<file path="src/verilog/display_command_decoder_defines.svh">
`ifndef DISPLAY_COMMAND_DECODER_DEFINES_SVH
`define DISPLAY_COMMAND_DECODER_DEFINES_SVH

// ==========================================
// command codes
`define CMD_MASTER_RESET 8'h00
`define CMD_RD_PTR 8'ha4
`define CMD_WR_PTR 8'ha2
`define CMD_INC_CUR 8'ha9
`define CMD_RD_CUR 8'hac
`define CMD_WR_CUR 8'haa
`define CMD_RD_CUR_INC 8'had
`define CMD_WR_CUR_INC 8'hab
`define CMD_BLOCK_WR 8'hbb
`define CMD_BLOCK_RD 8'hbd
`define PFX_LOAD_IR 4'h1
`define PFX_MODE 3'h1
`define PFX_CLR_STATUS 3'h2
`define PFX_SET_MASK 3'h3
`define PFX_CLR_MASK 3'h4
`define IR_PTR_MAX 4'he

// ==========================================
// status bit positions
`define BIT_SPLIT2 0
`define BIT_READY 1
`define BIT_SPLIT1 2
`define BIT_LINE0 3
`define BIT_VBLANK 4

// ==========================================
// timing and bus widths
`define INC_TIME_CHARACTER_CLOCK 3
`define ADDR_WIDTH 14
`define DATA_WIDTH 8

`endif

</file>
<file path="src/verilog/display_command_pkg.sv">
package display_command_pkg;

   typedef enum logic [4:0] {
      st_idle = 5'h01,
      st_wait = 5'h02,
      st_xfer = 5'h04,
      st_inc = 5'h08,
      st_done = 5'h10
   } engine_state_type;

   typedef enum logic [3:0] {
      op_rd_ptr = 4'h0,
      op_wr_ptr = 4'h1,
      op_inc = 4'h2,
      op_rd_cur = 4'h3,
      op_wr_cur = 4'h4,
      op_rd_cur_inc = 4'h5,
      op_wr_cur_inc = 4'h6,
      op_block_wr = 4'h7,
      op_block_rd = 4'h8
   } delayed_op_type;

   typedef struct packed {
      logic req;
      logic we;
      logic [13:0] addr;
      logic [7:0] wdata;
   } mem_req_type;

   typedef struct packed {
      logic valid;
      logic delayed;
      delayed_op_type op;
   } decoded_type;

endpackage

</file>
<file path="src/verilog/pin_sync.sv">
module pin_sync #(
   parameter int WIDTH = 1
) (
   input wire logic sys_clk,
   input wire logic rst,
   input wire logic [WIDTH-1:0] async_in,
   output logic [WIDTH-1:0] sync_out
);
   // ==========================================
   // two-stage synchroniser
   logic [WIDTH-1:0] stage1;
   always_ff @(posedge sys_clk) begin
      if (rst) begin
         stage1 <= '0;
         sync_out <= '0;
      end else begin
         stage1 <= async_in;
         sync_out <= stage1;
      end
   end
endmodule

</file>
<file path="src/verilog/command_classifier.sv">
`include "display_command_decoder_defines.svh"

module command_classifier (
   input wire logic [7:0] cmd,
   output display_command_pkg::decoded_type dec
);
   // ==========================================
   // delayed code lookup, anything else is not delayed
   always_comb begin
      dec = '{valid: 1'b0, delayed: 1'b0, op: display_command_pkg::op_rd_ptr};
      case (cmd)
         `CMD_RD_PTR: dec = '{1'b1, 1'b1, display_command_pkg::op_rd_ptr};
         `CMD_WR_PTR: dec = '{1'b1, 1'b1, display_command_pkg::op_wr_ptr};
         `CMD_INC_CUR: dec = '{1'b1, 1'b1, display_command_pkg::op_inc};
         `CMD_RD_CUR: dec = '{1'b1, 1'b1, display_command_pkg::op_rd_cur};
         `CMD_WR_CUR: dec = '{1'b1, 1'b1, display_command_pkg::op_wr_cur};
         `CMD_RD_CUR_INC: dec = '{1'b1, 1'b1, display_command_pkg::op_rd_cur_inc};
         `CMD_WR_CUR_INC: dec = '{1'b1, 1'b1, display_command_pkg::op_wr_cur_inc};
         `CMD_BLOCK_WR: dec = '{1'b1, 1'b1, display_command_pkg::op_block_wr};
         `CMD_BLOCK_RD: dec = '{1'b1, 1'b1, display_command_pkg::op_block_rd};
         default: dec = '{valid: 1'b0, delayed: 1'b0, op: display_command_pkg::op_rd_ptr};
      endcase
   end
endmodule

</file>
<file path="src/verilog/display_command_decoder.sv">
`include "display_command_decoder_defines.svh"

// How it works
// - prefix 0001 loads pointer, values 0..14
// - display on at next field or line
// - graphics, display, cursor selections combine
// - prefix 010 clears status bits
// - prefix 100 clears mask bits
// - prefix 011 sets mask bits
// - a4 reads, a2 writes at pointer
// - ac reads, aa writes, a9 increments cursor
// - ad, ab transfer then increment cursor
// - bb block write, bd block read
// - wait for blanking unless retrace or off
// - increment starts now, about three clocks
// - block write pauses through active display
// - completion sets ready and delayed-ready
// - pointer transfers use pointer address
// - cursor transfers use cursor address
// - cursor increment wraps modulo 16k
// - transfer first, then cursor advance
// - block write inclusive, cursor ends at pointer
// - block read inclusive, cursor ends at pointer
// - low bits: split2 ready split1 line0 vblank
// - instantaneous on write end, flags untouched
// - delayed-ready low while busy
module display_command_decoder (
   input wire logic sys_clk,
   input wire logic rst,
   input wire logic cmd_write_n,
   input wire logic [7:0] cmd_data,
   input wire logic hblank,
   input wire logic vblank,
   input wire logic field_start,
   input wire logic line_start,
   input wire logic [4:0] status_events,
   input wire logic [13:0] pointer_addr,
   input wire logic [13:0] cursor_load,
   input wire logic cursor_load_en,
   input wire logic [7:0] latch_wdata,
   input wire logic [7:0] mem_rdata,
   input wire logic mem_ack,
   output display_command_pkg::mem_req_type mem,
   output logic [7:0] latch_rdata,
   output logic latch_rvalid,
   output logic [13:0] cursor_addr,
   output logic [3:0] init_register,
   output logic [4:0] status_bits,
   output logic [4:0] interrupt_mask,
   output logic delayed_ready_flag,
   output logic interrupt_request_output,
   output logic blank_out,
   output logic display_address_float,
   output logic graphics_enable,
   output logic cursor_enable,
   output logic master_reset_pulse
);
   // ==========================================
   // pin synchronisation
   logic [4:0] sync_pins;
   logic wr_n_s;
   logic hblank_s;
   logic vblank_s;
   logic field_s;
   logic line_s;
   pin_sync #(.WIDTH(5)) u_sync (
      .sys_clk(sys_clk),
      .rst(rst),
      .async_in({cmd_write_n, hblank, vblank, field_start, line_start}),
      .sync_out(sync_pins)
   );
   assign {wr_n_s, hblank_s, vblank_s, field_s, line_s} = sync_pins;

   // ==========================================
   // command capture on strobe trailing edge
   logic wr_n_d;
   logic strobe_armed;
   logic [7:0] cmd_hold;
   always_ff @(posedge sys_clk) begin
      if (rst) begin
         wr_n_d <= 1'b1;
         strobe_armed <= 1'b0;
         cmd_hold <= 8'h00;
      end else begin
         wr_n_d <= wr_n_s;
         // synchroniser clears low, so its first rise is no command
         strobe_armed <= strobe_armed | wr_n_s;
         if (!wr_n_s) begin
            cmd_hold <= cmd_data;
         end
      end
   end
   // data held while strobe low, so use the captured byte at the rising edge
   wire cmd_fire = wr_n_s & ~wr_n_d & strobe_armed;

   display_command_pkg::decoded_type dec;
   command_classifier u_class (
      .cmd(cmd_hold),
      .dec(dec)
   );

   wire is_reset = cmd_fire && cmd_hold == `CMD_MASTER_RESET;
   wire is_load_ir = cmd_fire && cmd_hold[7:4] == `PFX_LOAD_IR
      && cmd_hold[3:0] <= `IR_PTR_MAX;
   wire is_mode = cmd_fire && cmd_hold[7:5] == `PFX_MODE;
   wire is_clr_st = cmd_fire && cmd_hold[7:5] == `PFX_CLR_STATUS;
   wire is_set_mask = cmd_fire && cmd_hold[7:5] == `PFX_SET_MASK;
   wire is_clr_mask = cmd_fire && cmd_hold[7:5] == `PFX_CLR_MASK;
   // unknown delayed codes never start the engine
   wire is_delayed = cmd_fire && dec.valid && dec.delayed;

   // ==========================================
   // instantaneous state
   logic pending_on;
   logic pending_on_field;
   always_ff @(posedge sys_clk) begin
      if (rst || is_reset) begin
         init_register <= 4'h0;
         graphics_enable <= 1'b0;
         cursor_enable <= 1'b0;
         blank_out <= 1'b1;
         display_address_float <= 1'b0;
         pending_on <= 1'b0;
         pending_on_field <= 1'b0;
      end else begin
         if (is_load_ir) begin
            init_register <= cmd_hold[3:0];
         end
         if (is_mode && cmd_hold[1]) begin
            graphics_enable <= cmd_hold[0];
         end
         if (is_mode && cmd_hold[4]) begin
            cursor_enable <= cmd_hold[0];
         end
         if (is_mode && cmd_hold[3] && !cmd_hold[0]) begin
            blank_out <= 1'b1;
            display_address_float <= cmd_hold[2];
            pending_on <= 1'b0;
         end else if (is_mode && cmd_hold[3] && cmd_hold[0]) begin
            display_address_float <= 1'b0;
            pending_on <= 1'b1;
            pending_on_field <= cmd_hold[2];
         end else if (pending_on && (pending_on_field ? field_s : line_s)) begin
            blank_out <= 1'b0;
            pending_on <= 1'b0;
         end
      end
   end

   // ==========================================
   // delayed command engine
   display_command_pkg::engine_state_type state;
   display_command_pkg::engine_state_type next_state;
   display_command_pkg::delayed_op_type op;
   logic [2:0] inc_count;
   logic done_pulse;

   // blanking window: horizontal or vertical, or display forced off
   wire in_blank = hblank_s | vblank_s | blank_out;
   wire immediate = vblank_s | blank_out;
   wire op_ptr = op == display_command_pkg::op_rd_ptr || op == display_command_pkg::op_wr_ptr;
   wire op_write = op == display_command_pkg::op_wr_ptr || op == display_command_pkg::op_wr_cur
      || op == display_command_pkg::op_wr_cur_inc || op == display_command_pkg::op_block_wr;
   wire op_block = op == display_command_pkg::op_block_wr || op == display_command_pkg::op_block_rd;
   wire op_incs = op == display_command_pkg::op_rd_cur_inc
      || op == display_command_pkg::op_wr_cur_inc;
   wire [13:0] xfer_addr = op_ptr ? pointer_addr : cursor_addr;
   wire block_last = cursor_addr == pointer_addr;
   wire [13:0] cursor_plus = cursor_addr + 14'h0001;
   wire inc_end = inc_count == 3'(`INC_TIME_CHARACTER_CLOCK - 1);

   always_comb begin
      next_state = state;
      case (state)
         display_command_pkg::st_idle: begin
            if (is_delayed) begin
               next_state = display_command_pkg::st_wait;
            end
         end
         display_command_pkg::st_wait: begin
            if (op == display_command_pkg::op_inc) begin
               next_state = display_command_pkg::st_inc;
            end else if (in_blank || immediate) begin
               next_state = display_command_pkg::st_xfer;
            end
         end
         display_command_pkg::st_xfer: begin
            if (mem_ack) begin
               if (op_block && !block_last) begin
                  // re-check blanking between each word of a block write or block read
                  next_state = display_command_pkg::st_wait;
               end else if (op_incs) begin
                  next_state = display_command_pkg::st_inc;
               end else begin
                  next_state = display_command_pkg::st_done;
               end
            end
         end
         display_command_pkg::st_inc: begin
            if (inc_end || op_incs) begin
               next_state = display_command_pkg::st_done;
            end
         end
         display_command_pkg::st_done: next_state = display_command_pkg::st_idle;
         default: next_state = display_command_pkg::st_idle;
      endcase
   end

   always_ff @(posedge sys_clk) begin
      if (rst || is_reset) begin
         state <= display_command_pkg::st_idle;
         op <= display_command_pkg::op_rd_ptr;
         inc_count <= 3'h0;
         cursor_addr <= 14'h0000;
         latch_rdata <= 8'h00;
         latch_rvalid <= 1'b0;
      end else begin
         state <= next_state;
         latch_rvalid <= 1'b0;
         if (state == display_command_pkg::st_idle && is_delayed) begin
            op <= dec.op;
         end
         inc_count <= (state == display_command_pkg::st_inc) ? inc_count + 3'h1 : 3'h0;
         if (state == display_command_pkg::st_idle && cursor_load_en) begin
            cursor_addr <= cursor_load;
         end else if (state == display_command_pkg::st_inc && (inc_end || op_incs)) begin
            cursor_addr <= cursor_plus;
         end else if (state == display_command_pkg::st_xfer && mem_ack && op_block
            && !block_last) begin
            cursor_addr <= cursor_plus;
         end
         if (state == display_command_pkg::st_xfer && mem_ack && !op_write) begin
            latch_rdata <= mem_rdata;
            latch_rvalid <= 1'b1;
         end
      end
   end

   // block writes and block reads alike stop issuing outside blanking
   wire xfer_go = state == display_command_pkg::st_xfer;
   assign mem = '{req: xfer_go, we: op_write, addr: xfer_addr, wdata: latch_wdata};
   assign done_pulse = state == display_command_pkg::st_done;

   // ==========================================
   // status, mask and delayed-ready flag
   logic [4:0] next_status;
   always_comb begin
      next_status = status_bits;
      if (is_clr_st) begin
         next_status = next_status & ~cmd_hold[4:0];
      end
      // hardware sets win over a same-cycle clear
      next_status = next_status | (status_events & interrupt_mask);
      next_status[`BIT_READY] = next_status[`BIT_READY] | done_pulse;
   end

   always_ff @(posedge sys_clk) begin
      if (rst || is_reset) begin
         status_bits <= 5'h00;
         interrupt_mask <= 5'h00;
         delayed_ready_flag <= 1'b1;
      end else begin
         status_bits <= next_status;
         if (is_set_mask) begin
            interrupt_mask <= interrupt_mask | cmd_hold[4:0];
         end else if (is_clr_mask) begin
            interrupt_mask <= interrupt_mask & ~cmd_hold[4:0];
         end
         if (state == display_command_pkg::st_idle && is_delayed) begin
            delayed_ready_flag <= 1'b0;
         end else if (done_pulse) begin
            delayed_ready_flag <= 1'b1;
         end
      end
   end

   assign interrupt_request_output = |(status_bits & interrupt_mask);
   assign master_reset_pulse = is_reset;
endmodule

</file>
<file path="config.mk">
export PLATFORM = sky130hd
export DESIGN_NAME = display_command_decoder
export DESIGN_NICKNAME = d
export VERILOG_FILES = /design/src/verilog/display_command_pkg.sv /design/src/verilog/pin_sync.sv /design/src/verilog/command_classifier.sv /design/src/verilog/display_command_decoder.sv
export VERILOG_INCLUDE_DIRS = /design/src /design/src/verilog
export SDC_FILE = /design/constraint.sdc
export NUM_CORES = 1
export LEC_CHECK = 0
export BUFFER_PORTS_ARGS = -buffer_cell sky130_fd_sc_hd__buf_2
export CORE_MARGIN = 3
export CORE_UTILIZATION = 50
export DETAILED_ROUTE_END_ITERATION = 6
export MAX_ROUTING_LAYER = met4
export PLACE_DENSITY = 0.87
export SKIP_CTS_REPAIR_TIMING = 1
export SYNTH_ARGS = -nofsm -noshare
export SYNTH_HDL_FRONTEND = slang
export SYNTH_HIERARCHICAL = 1
export SYNTH_SLANG_ARGS = --single-unit
</file>
<file path="constraint.sdc">
create_clock -name sys_clk -period 2.6 [get_ports sys_clk]
set_clock_uncertainty 0.15 [all_clocks]
set_input_delay 0.13 -clock sys_clk [delete_from_list [all_inputs] [get_ports sys_clk]]
set_output_delay 0.13 -clock sys_clk [all_outputs]
set_load 0.01 [all_outputs]
</file>
; ---- Yosys cells after proc, flatten, opt, wreduce, memory -nomap -nowiden
; Index checks and enable logic that the tools add are counted.
[word_totals]
regBits = 76
input_bits = 66
output_inout_bits = 68
[classes]
add_sub_neg = 2
order_cmp = 1
n_eq_ne = 32
n_mux = 24
bitwise = 18
reduce_logical = 48
[ops]
columns = op, count
row1 = 8-bit equality test (second input constant), 9
row2 = 14-bit 2-to-1 mux, 4
row3 = 6-bit one-hot mux with 9 select lines, 1
row4 = 5-bit 2-to-1 mux, 10
row5 = 1-bit logical AND, 23
row6 = 5-bit bitwise AND, 4
row7 = 5-bit one-hot mux with 4 select lines, 1
row8 = 4-bit by 3-bit equality test with 1-bit output (second input constant), 4
row9 = 14-bit by 1-bit adder with 14-bit output (second input constant), 1
row10 = 14-bit equality test, 1
row11 = 5-bit bitwise OR, 2
row12 = 3-bit by 2-bit equality test with 1-bit output (second input constant), 3
row13 = 1-bit logical OR, 9
row14 = 4-bit by 1-bit equality test with 1-bit output (second input constant), 2
row15 = 8-bit logical NOT, 1
row16 = 1-bit 2-to-1 mux, 8
row17 = 2-bit nonzero test, 4
row18 = 5-bit by 1-bit equality test with 1-bit output (second input constant), 1
row19 = 5-bit by 2-bit equality test with 1-bit output (second input constant), 1
row20 = 5-bit by 3-bit equality test with 1-bit output (second input constant), 1
row21 = 5-bit by 4-bit equality test with 1-bit output (second input constant), 1
row22 = 5-bit equality test (second input constant), 1
row23 = 5-bit NOT, 1
row24 = 1-bit bitwise OR, 5
row25 = 18 further kinds, 27

; ---- Depth between registers and ports, before layout
[depth]
ltp_word = 8
mapped_depth = 9
ltp_nobuf = 8

; ---- By module
; Netlist, hierarchy kept.
[modules_own_cells]
columns = module, n_inst, cells_per_inst, area_per_inst_um2, seq_area_each_um2
row1 = display_command_decoder, 1, 412, 3503.4, 1321.3
row2 = pin_sync, 1, 20, 262.8, 200.2
row3 = command_classifier, 1, 24, 150.1, 0.0

; ---- Worst setup path after synthesis
; No wires, ideal clock.
[synth_path]
kind = reg-to-reg
startpoint = register cmd_hold[0]
endpoint = register cursor_addr[5]
setup_ns = 0.117
arrival_ns = 1.875
slack_ns = 0.458
stages_incl_launch_ff = 8
n_path_buf = 2
period_less_slack_ns = 2.142
cell_sequence = dfxtp_1 > buf_2 > or4_4 > nor4_4 > or2_4 > buf_8 > nor2_2 > a22o_1
[synth_between]
elab_chain_len = 3
[synth_rtl]
columns = element, line
row1 = "start, declared", display_command_decoder.sv:78  ; logic [7:0] cmd_hold;
row2 = "start signal, assigned", display_command_decoder.sv:89  ; cmd_hold <= cmd_data;
row3 = 8-bit logical NOT (no line), n/a
row4 = 1-bit logical AND (no line), n/a
row5 = net master_reset_pulse, display_command_decoder.sv:56  ; output logic master_reset_pulse
row6 = 1-bit logical OR, display_command_decoder.sv:210  ; if (rst || is_reset) begin
row7 = "end signal, assigned", display_command_decoder.sv:225  ; cursor_addr <= cursor_load;
row8 = "end signal, assigned", display_command_decoder.sv:227  ; cursor_addr <= cursor_plus;
row9 = "end signal, assigned", display_command_decoder.sv:230  ; cursor_addr <= cursor_plus;
row10 = "end, declared", display_command_decoder.sv:46  ; output logic [13:0] cursor_addr,
; The timed path passes the listed nets, and every way through them passes these cells.
; A chain may end at the register's enable or synchronous reset.

; ---- Final worst setup path
[layout_path]
startpoint = register cursor_addr[4]
endpoint = register cursor_addr[2]
[layout_between]
elab_chain_len = 4
[layout_rtl]
columns = element, line
row1 = 14-bit equality test, display_command_decoder.sv:168  ; wire block_last = cursor_addr == pointer_addr;
row2 = 1-bit logical NOT, display_command_decoder.sv:229  ; && !block_last) begin
row3 = 1-bit logical AND, display_command_decoder.sv:229
row4 = 3-bit nonzero test (no line), n/a
; Every way passes these cells.

==> flow_summary.json <==
{
  "finish.cell_count_without_fillers": 703,
  "holdWs_ns": -0.0184,
  "synth_mux_area_frac": 0.104,
  "worst_ep_arrival_time_ns": 2.40,
  "violations_in_the_final_reports": "hold timing",
  "max_cap_viol_count": 0,
  "synthesis.area_um2": 3920,
  "num_antenna_cells": 0,
  "die_height_um": 94.5,
  "outcome": "finished, violations left",
  "share_of_synthesized_cell_area_in_full_adder_half_adder_and_majority_cells": 0.00958,
  "post-synth-top-area-cell": "sky130_fd_sc_hd__dfxtp_1",
  "syn_nets": 525,
  "synth.yosys.seq_area_share": 0.388,
  "synth_async_sr_flop_share": 0,
  "die_area_um2": 8930,
  "cts_root_buffer": "sky130_fd_sc_hd__clkbuf_8",
  "worst_path_required_ns": 2.71,
  "hold_violations": 1,
  "io_pins": 134,
  "report.final.slew_viol_count": 0,
  "num-nets-final": 669,
  "power_per_cell_area_nw_per_um2": 491,
  "reg2reg_from": "cursor_addr[4]",
  "floorplan.initialDensity": 0.529,
  "worst_skew_pair.late_latency_ns": 0.35,
  "finish.instance_area_um2": 5050,
  "n_fill_cell": 566,
  "post-route-util": 0.682,
  "synth_top_family_by_area": "simple AND/OR/NAND/NOR gates",
  "most_common_cell_in_the_synthesized_netlist": "sky130_fd_sc_hd__dfxtp_1",
  "grt_antenna_before_repair": 0,
  "hold_path_startpoint": "cursor_load[8]",
  "critical_path.max_stage_delay_ns": 0.49,
  "ys_seq_elements": 76,
  "max_clock_freq_mhz": 436,
  "postRouteWirelength_um": 10600,
  "ys_warn_count": 6,
  "initialDrtViolationCount": 329,
  "slew_headroom": 0.453,
  "crit_path_start_kind": "flip-flop",
  "tritoncts.num_buffers": 9,
  "grt_usage": 0.232,
  "number_of_enable_type_register_cells_in_the_synthesized_netlist": 0,
  "setup_viol_count_final": 0,
  "detailed_place_hpwl_um": 7510,
  "syn_avg_cell_area_um2": 8.59,
  "post_drt_via_cell_ratio": 5.54,
  "synthXorXnorAreaFrac": 0.0425,
  "crit_chain": "xor2_1 > nor4_1 > nand4_2 > a21o_1 > and3_1 > a211oi_1",
  "clock_tree_from_tritoncts": "yes",
  "grt_pass1_vias": 3437,
  "cts_sink_cnt": 76,
  "place_area_um2": 4520,
  "synthToLayoutAreaGrowth_pct": 29.0,
  "buffer_ports.inserted": 117,
  "path_clk_slew_ns": 0.08,
  "placed_cells_incl_taps": 654,
  "chipWidth_um": 94.5,
  "cts_max_path_buffers": 2,
  "path_class": "reg -> reg",
  "core_um2": 7410,
  "slowest_stage": "sky130_fd_sc_hd__dfxtp_1",
  "detail_route.drc_violations": 0,
  "grt_pass1_wl_um": 16000,
  "max-vdd-ir-drop_v": 0.000373,
  "grt_max_degree": 27,
  "fin_crit_sh": 0.883,
  "final_layout_size_suffix_gt1_frac": 0.283,
  "synth_compound_area_frac": 0.124,
  "critical_path.startpoint": "cursor_addr[4]",
  "ant_nets": 0,
  "timing.hold.worst.class": "in -> reg",
  "slew_at_the_pin_closest_to_its_max_slew_limit_ns": 0.820,
  "synth_top_cells_by_count": "sky130_fd_sc_hd__dfxtp_1 (76), sky130_fd_sc_hd__nor2_1 (62), sky130_fd_sc_hd__nand2_1 (34)",
  "place_congestion": 0.915,
  "netlist_top_cells_area": "sky130_fd_sc_hd__dfxtp_1 (39%), sky130_fd_sc_hd__mux2i_1 (6.1%), sky130_fd_sc_hd__nor2_1 (5.9%)",
  "ys.flop_type": "sky130_fd_sc_hd__dfxtp_1",
  "cp_max_fo": 14,
  "synth_cells": 456,
  "placementRows": 31,
  "cts.htree.levels": 3,
  "period_minus_slack_ns": 2.30,
  "post-synth-top-area-fraction": 0.388,
  "vias": 3897,
  "yosys.area_share.simple": 0.272,
  "endpoint_kind": "flip-flop",
  "synth_cell_type_count": 59,
  "leakagePower_uw": 0.00226,
  "routed_wire_length_per_instance_um": 15.1,
  "rsz_0062_raised_after_global_routing": "false",
  "drtPass1Iterations": 6,
  "sum_of_negative_setup_slack_ns": 0,
  "grt.overflow.total": 0
}
==> per-stage QoR <==
stage                     total power [uW]  hold WS, ns  worst slack [ns]
after global placement                1570        0.110             0.447
after floorplan                       1460       0.0516             0.458
after global routing                  2580      0.00729            0.0798
final                                 2480      -0.0184             0.304
after detailed placement              1580        0.110             0.361
after CTS                             2450       -0.177             0.351
==> final timing paths <==
kind	cells past startpoint	end	slack, ns
setup reg to reg	6	cursor_addr[2]	0.30
hold / removal	3	cursor_addr[8]	-0.02
setup / recovery	6	cursor_addr[2]	0.30
hold reg to reg	1	u_sync/sync_out[3]	0.29
==> cells by family (layout without fill, tap and decap cells) <==
group / Yosys count / count (layout)
flops: 76 / 76
xor+xnor: 19 / 19
buf+inv: 41 / 189
compound gates: 79 / 79
fa+ha+maj: 3 / 3
mux: 39 / 39
simple gates: 199 / 199
==> worst max-delay path: cells and delay by family, from the launching register on <==
kind / cells / cell delay, ns
AND/OR/NAND/NOR: 3 / 0.86
AO/OA/AOI/OAI: 2 / 0.58
flip-flops: 1 / 0.49
XOR/XNOR: 1 / 0.11
==> placed cells by master, fill, tap and decap left out, types with 3 or more instances in the layout <==
master	synthesis	routed
sky130_fd_sc_hd__nor3b_1	3	3
sky130_fd_sc_hd__or3_1	3	3
sky130_fd_sc_hd__nand2_1	34	34
sky130_fd_sc_hd__nor3_1	10	9
sky130_fd_sc_hd__nor2_1	62	62
sky130_fd_sc_hd__dlygate4sd3_1	0	34
sky130_fd_sc_hd__a31oi_1	7	7
sky130_fd_sc_hd__and3_1	10	10
sky130_fd_sc_hd__or4_1	3	3
sky130_fd_sc_hd__nand4_1	3	3
sky130_fd_sc_hd__a22oi_1	7	7
sky130_fd_sc_hd__nand2b_1	7	7
sky130_fd_sc_hd__buf_4	14	10
sky130_fd_sc_hd__dfxtp_1	76	76
sky130_fd_sc_hd__ha_1	3	3
sky130_fd_sc_hd__clkbuf_8	0	9
sky130_fd_sc_hd__mux2i_1	24	24
sky130_fd_sc_hd__nor4_1	8	8
sky130_fd_sc_hd__o21ai_0	20	20
sky130_fd_sc_hd__nand3_1	13	13
sky130_fd_sc_hd__mux2_2	15	15
sky130_fd_sc_hd__inv_1	13	13
sky130_fd_sc_hd__xor2_1	16	16
sky130_fd_sc_hd__buf_2	4	117
sky130_fd_sc_hd__nand3b_1	4	4
sky130_fd_sc_hd__xnor2_1	3	3
sky130_fd_sc_hd__nor2b_1	17	17
sky130_fd_sc_hd__a21oi_1	24	24
sky130_fd_sc_hd__a211oi_1	7	7
==> final cells by class <==
| type | count | area, um^2 | area share |
|---|---|---|---|
| Clock inverter | 6 | 63.8 | 0.0126 |
| Sequential cell | 76 | 1520 | 0.301 |
| Tap cell | 99 | 124 | 0.0245 |
| Inverter | 13 | 48.8 | 0.00966 |
| Timing Repair Buffer | 161 | 1000 | 0.198 |
| Clock buffer | 9 | 124 | 0.0245 |
| Multi-Input combinational cell | 339 | 2170 | 0.429 |
==> metal layers <==
metal	part of all wire	routed length [um]	vias up	track usage
li1	-	-	1893	-
met1	0.41	4410	1802	0.292
met2	0.49	5220	172	0.362
met3	0.071	751	30	0.0462
met4	0.023	243	0	0.101
met5	0	0	-	-
==> flip-flops by register name, summed over array words and instances (netlist names), 3 cells and up, named ones only <==
name	flops
op	4
init_register	4
inc_count	3
status_bits	5
latch_rdata	8
cmd_hold	8
cursor_addr	14
u_sync/sync_out	5
u_sync/stage1	5
state	5
==> power breakdown <==
part | switching, uW | internal (uW) | total (uW)
Clock | 439 | 438 | 876
Combinational | 172 | 173 | 345
Sequential | 55.7 | 1200 | 1260
Total | 666 | 1810 | 2480
No activity file was read; power rests on OpenSTA's default activity.
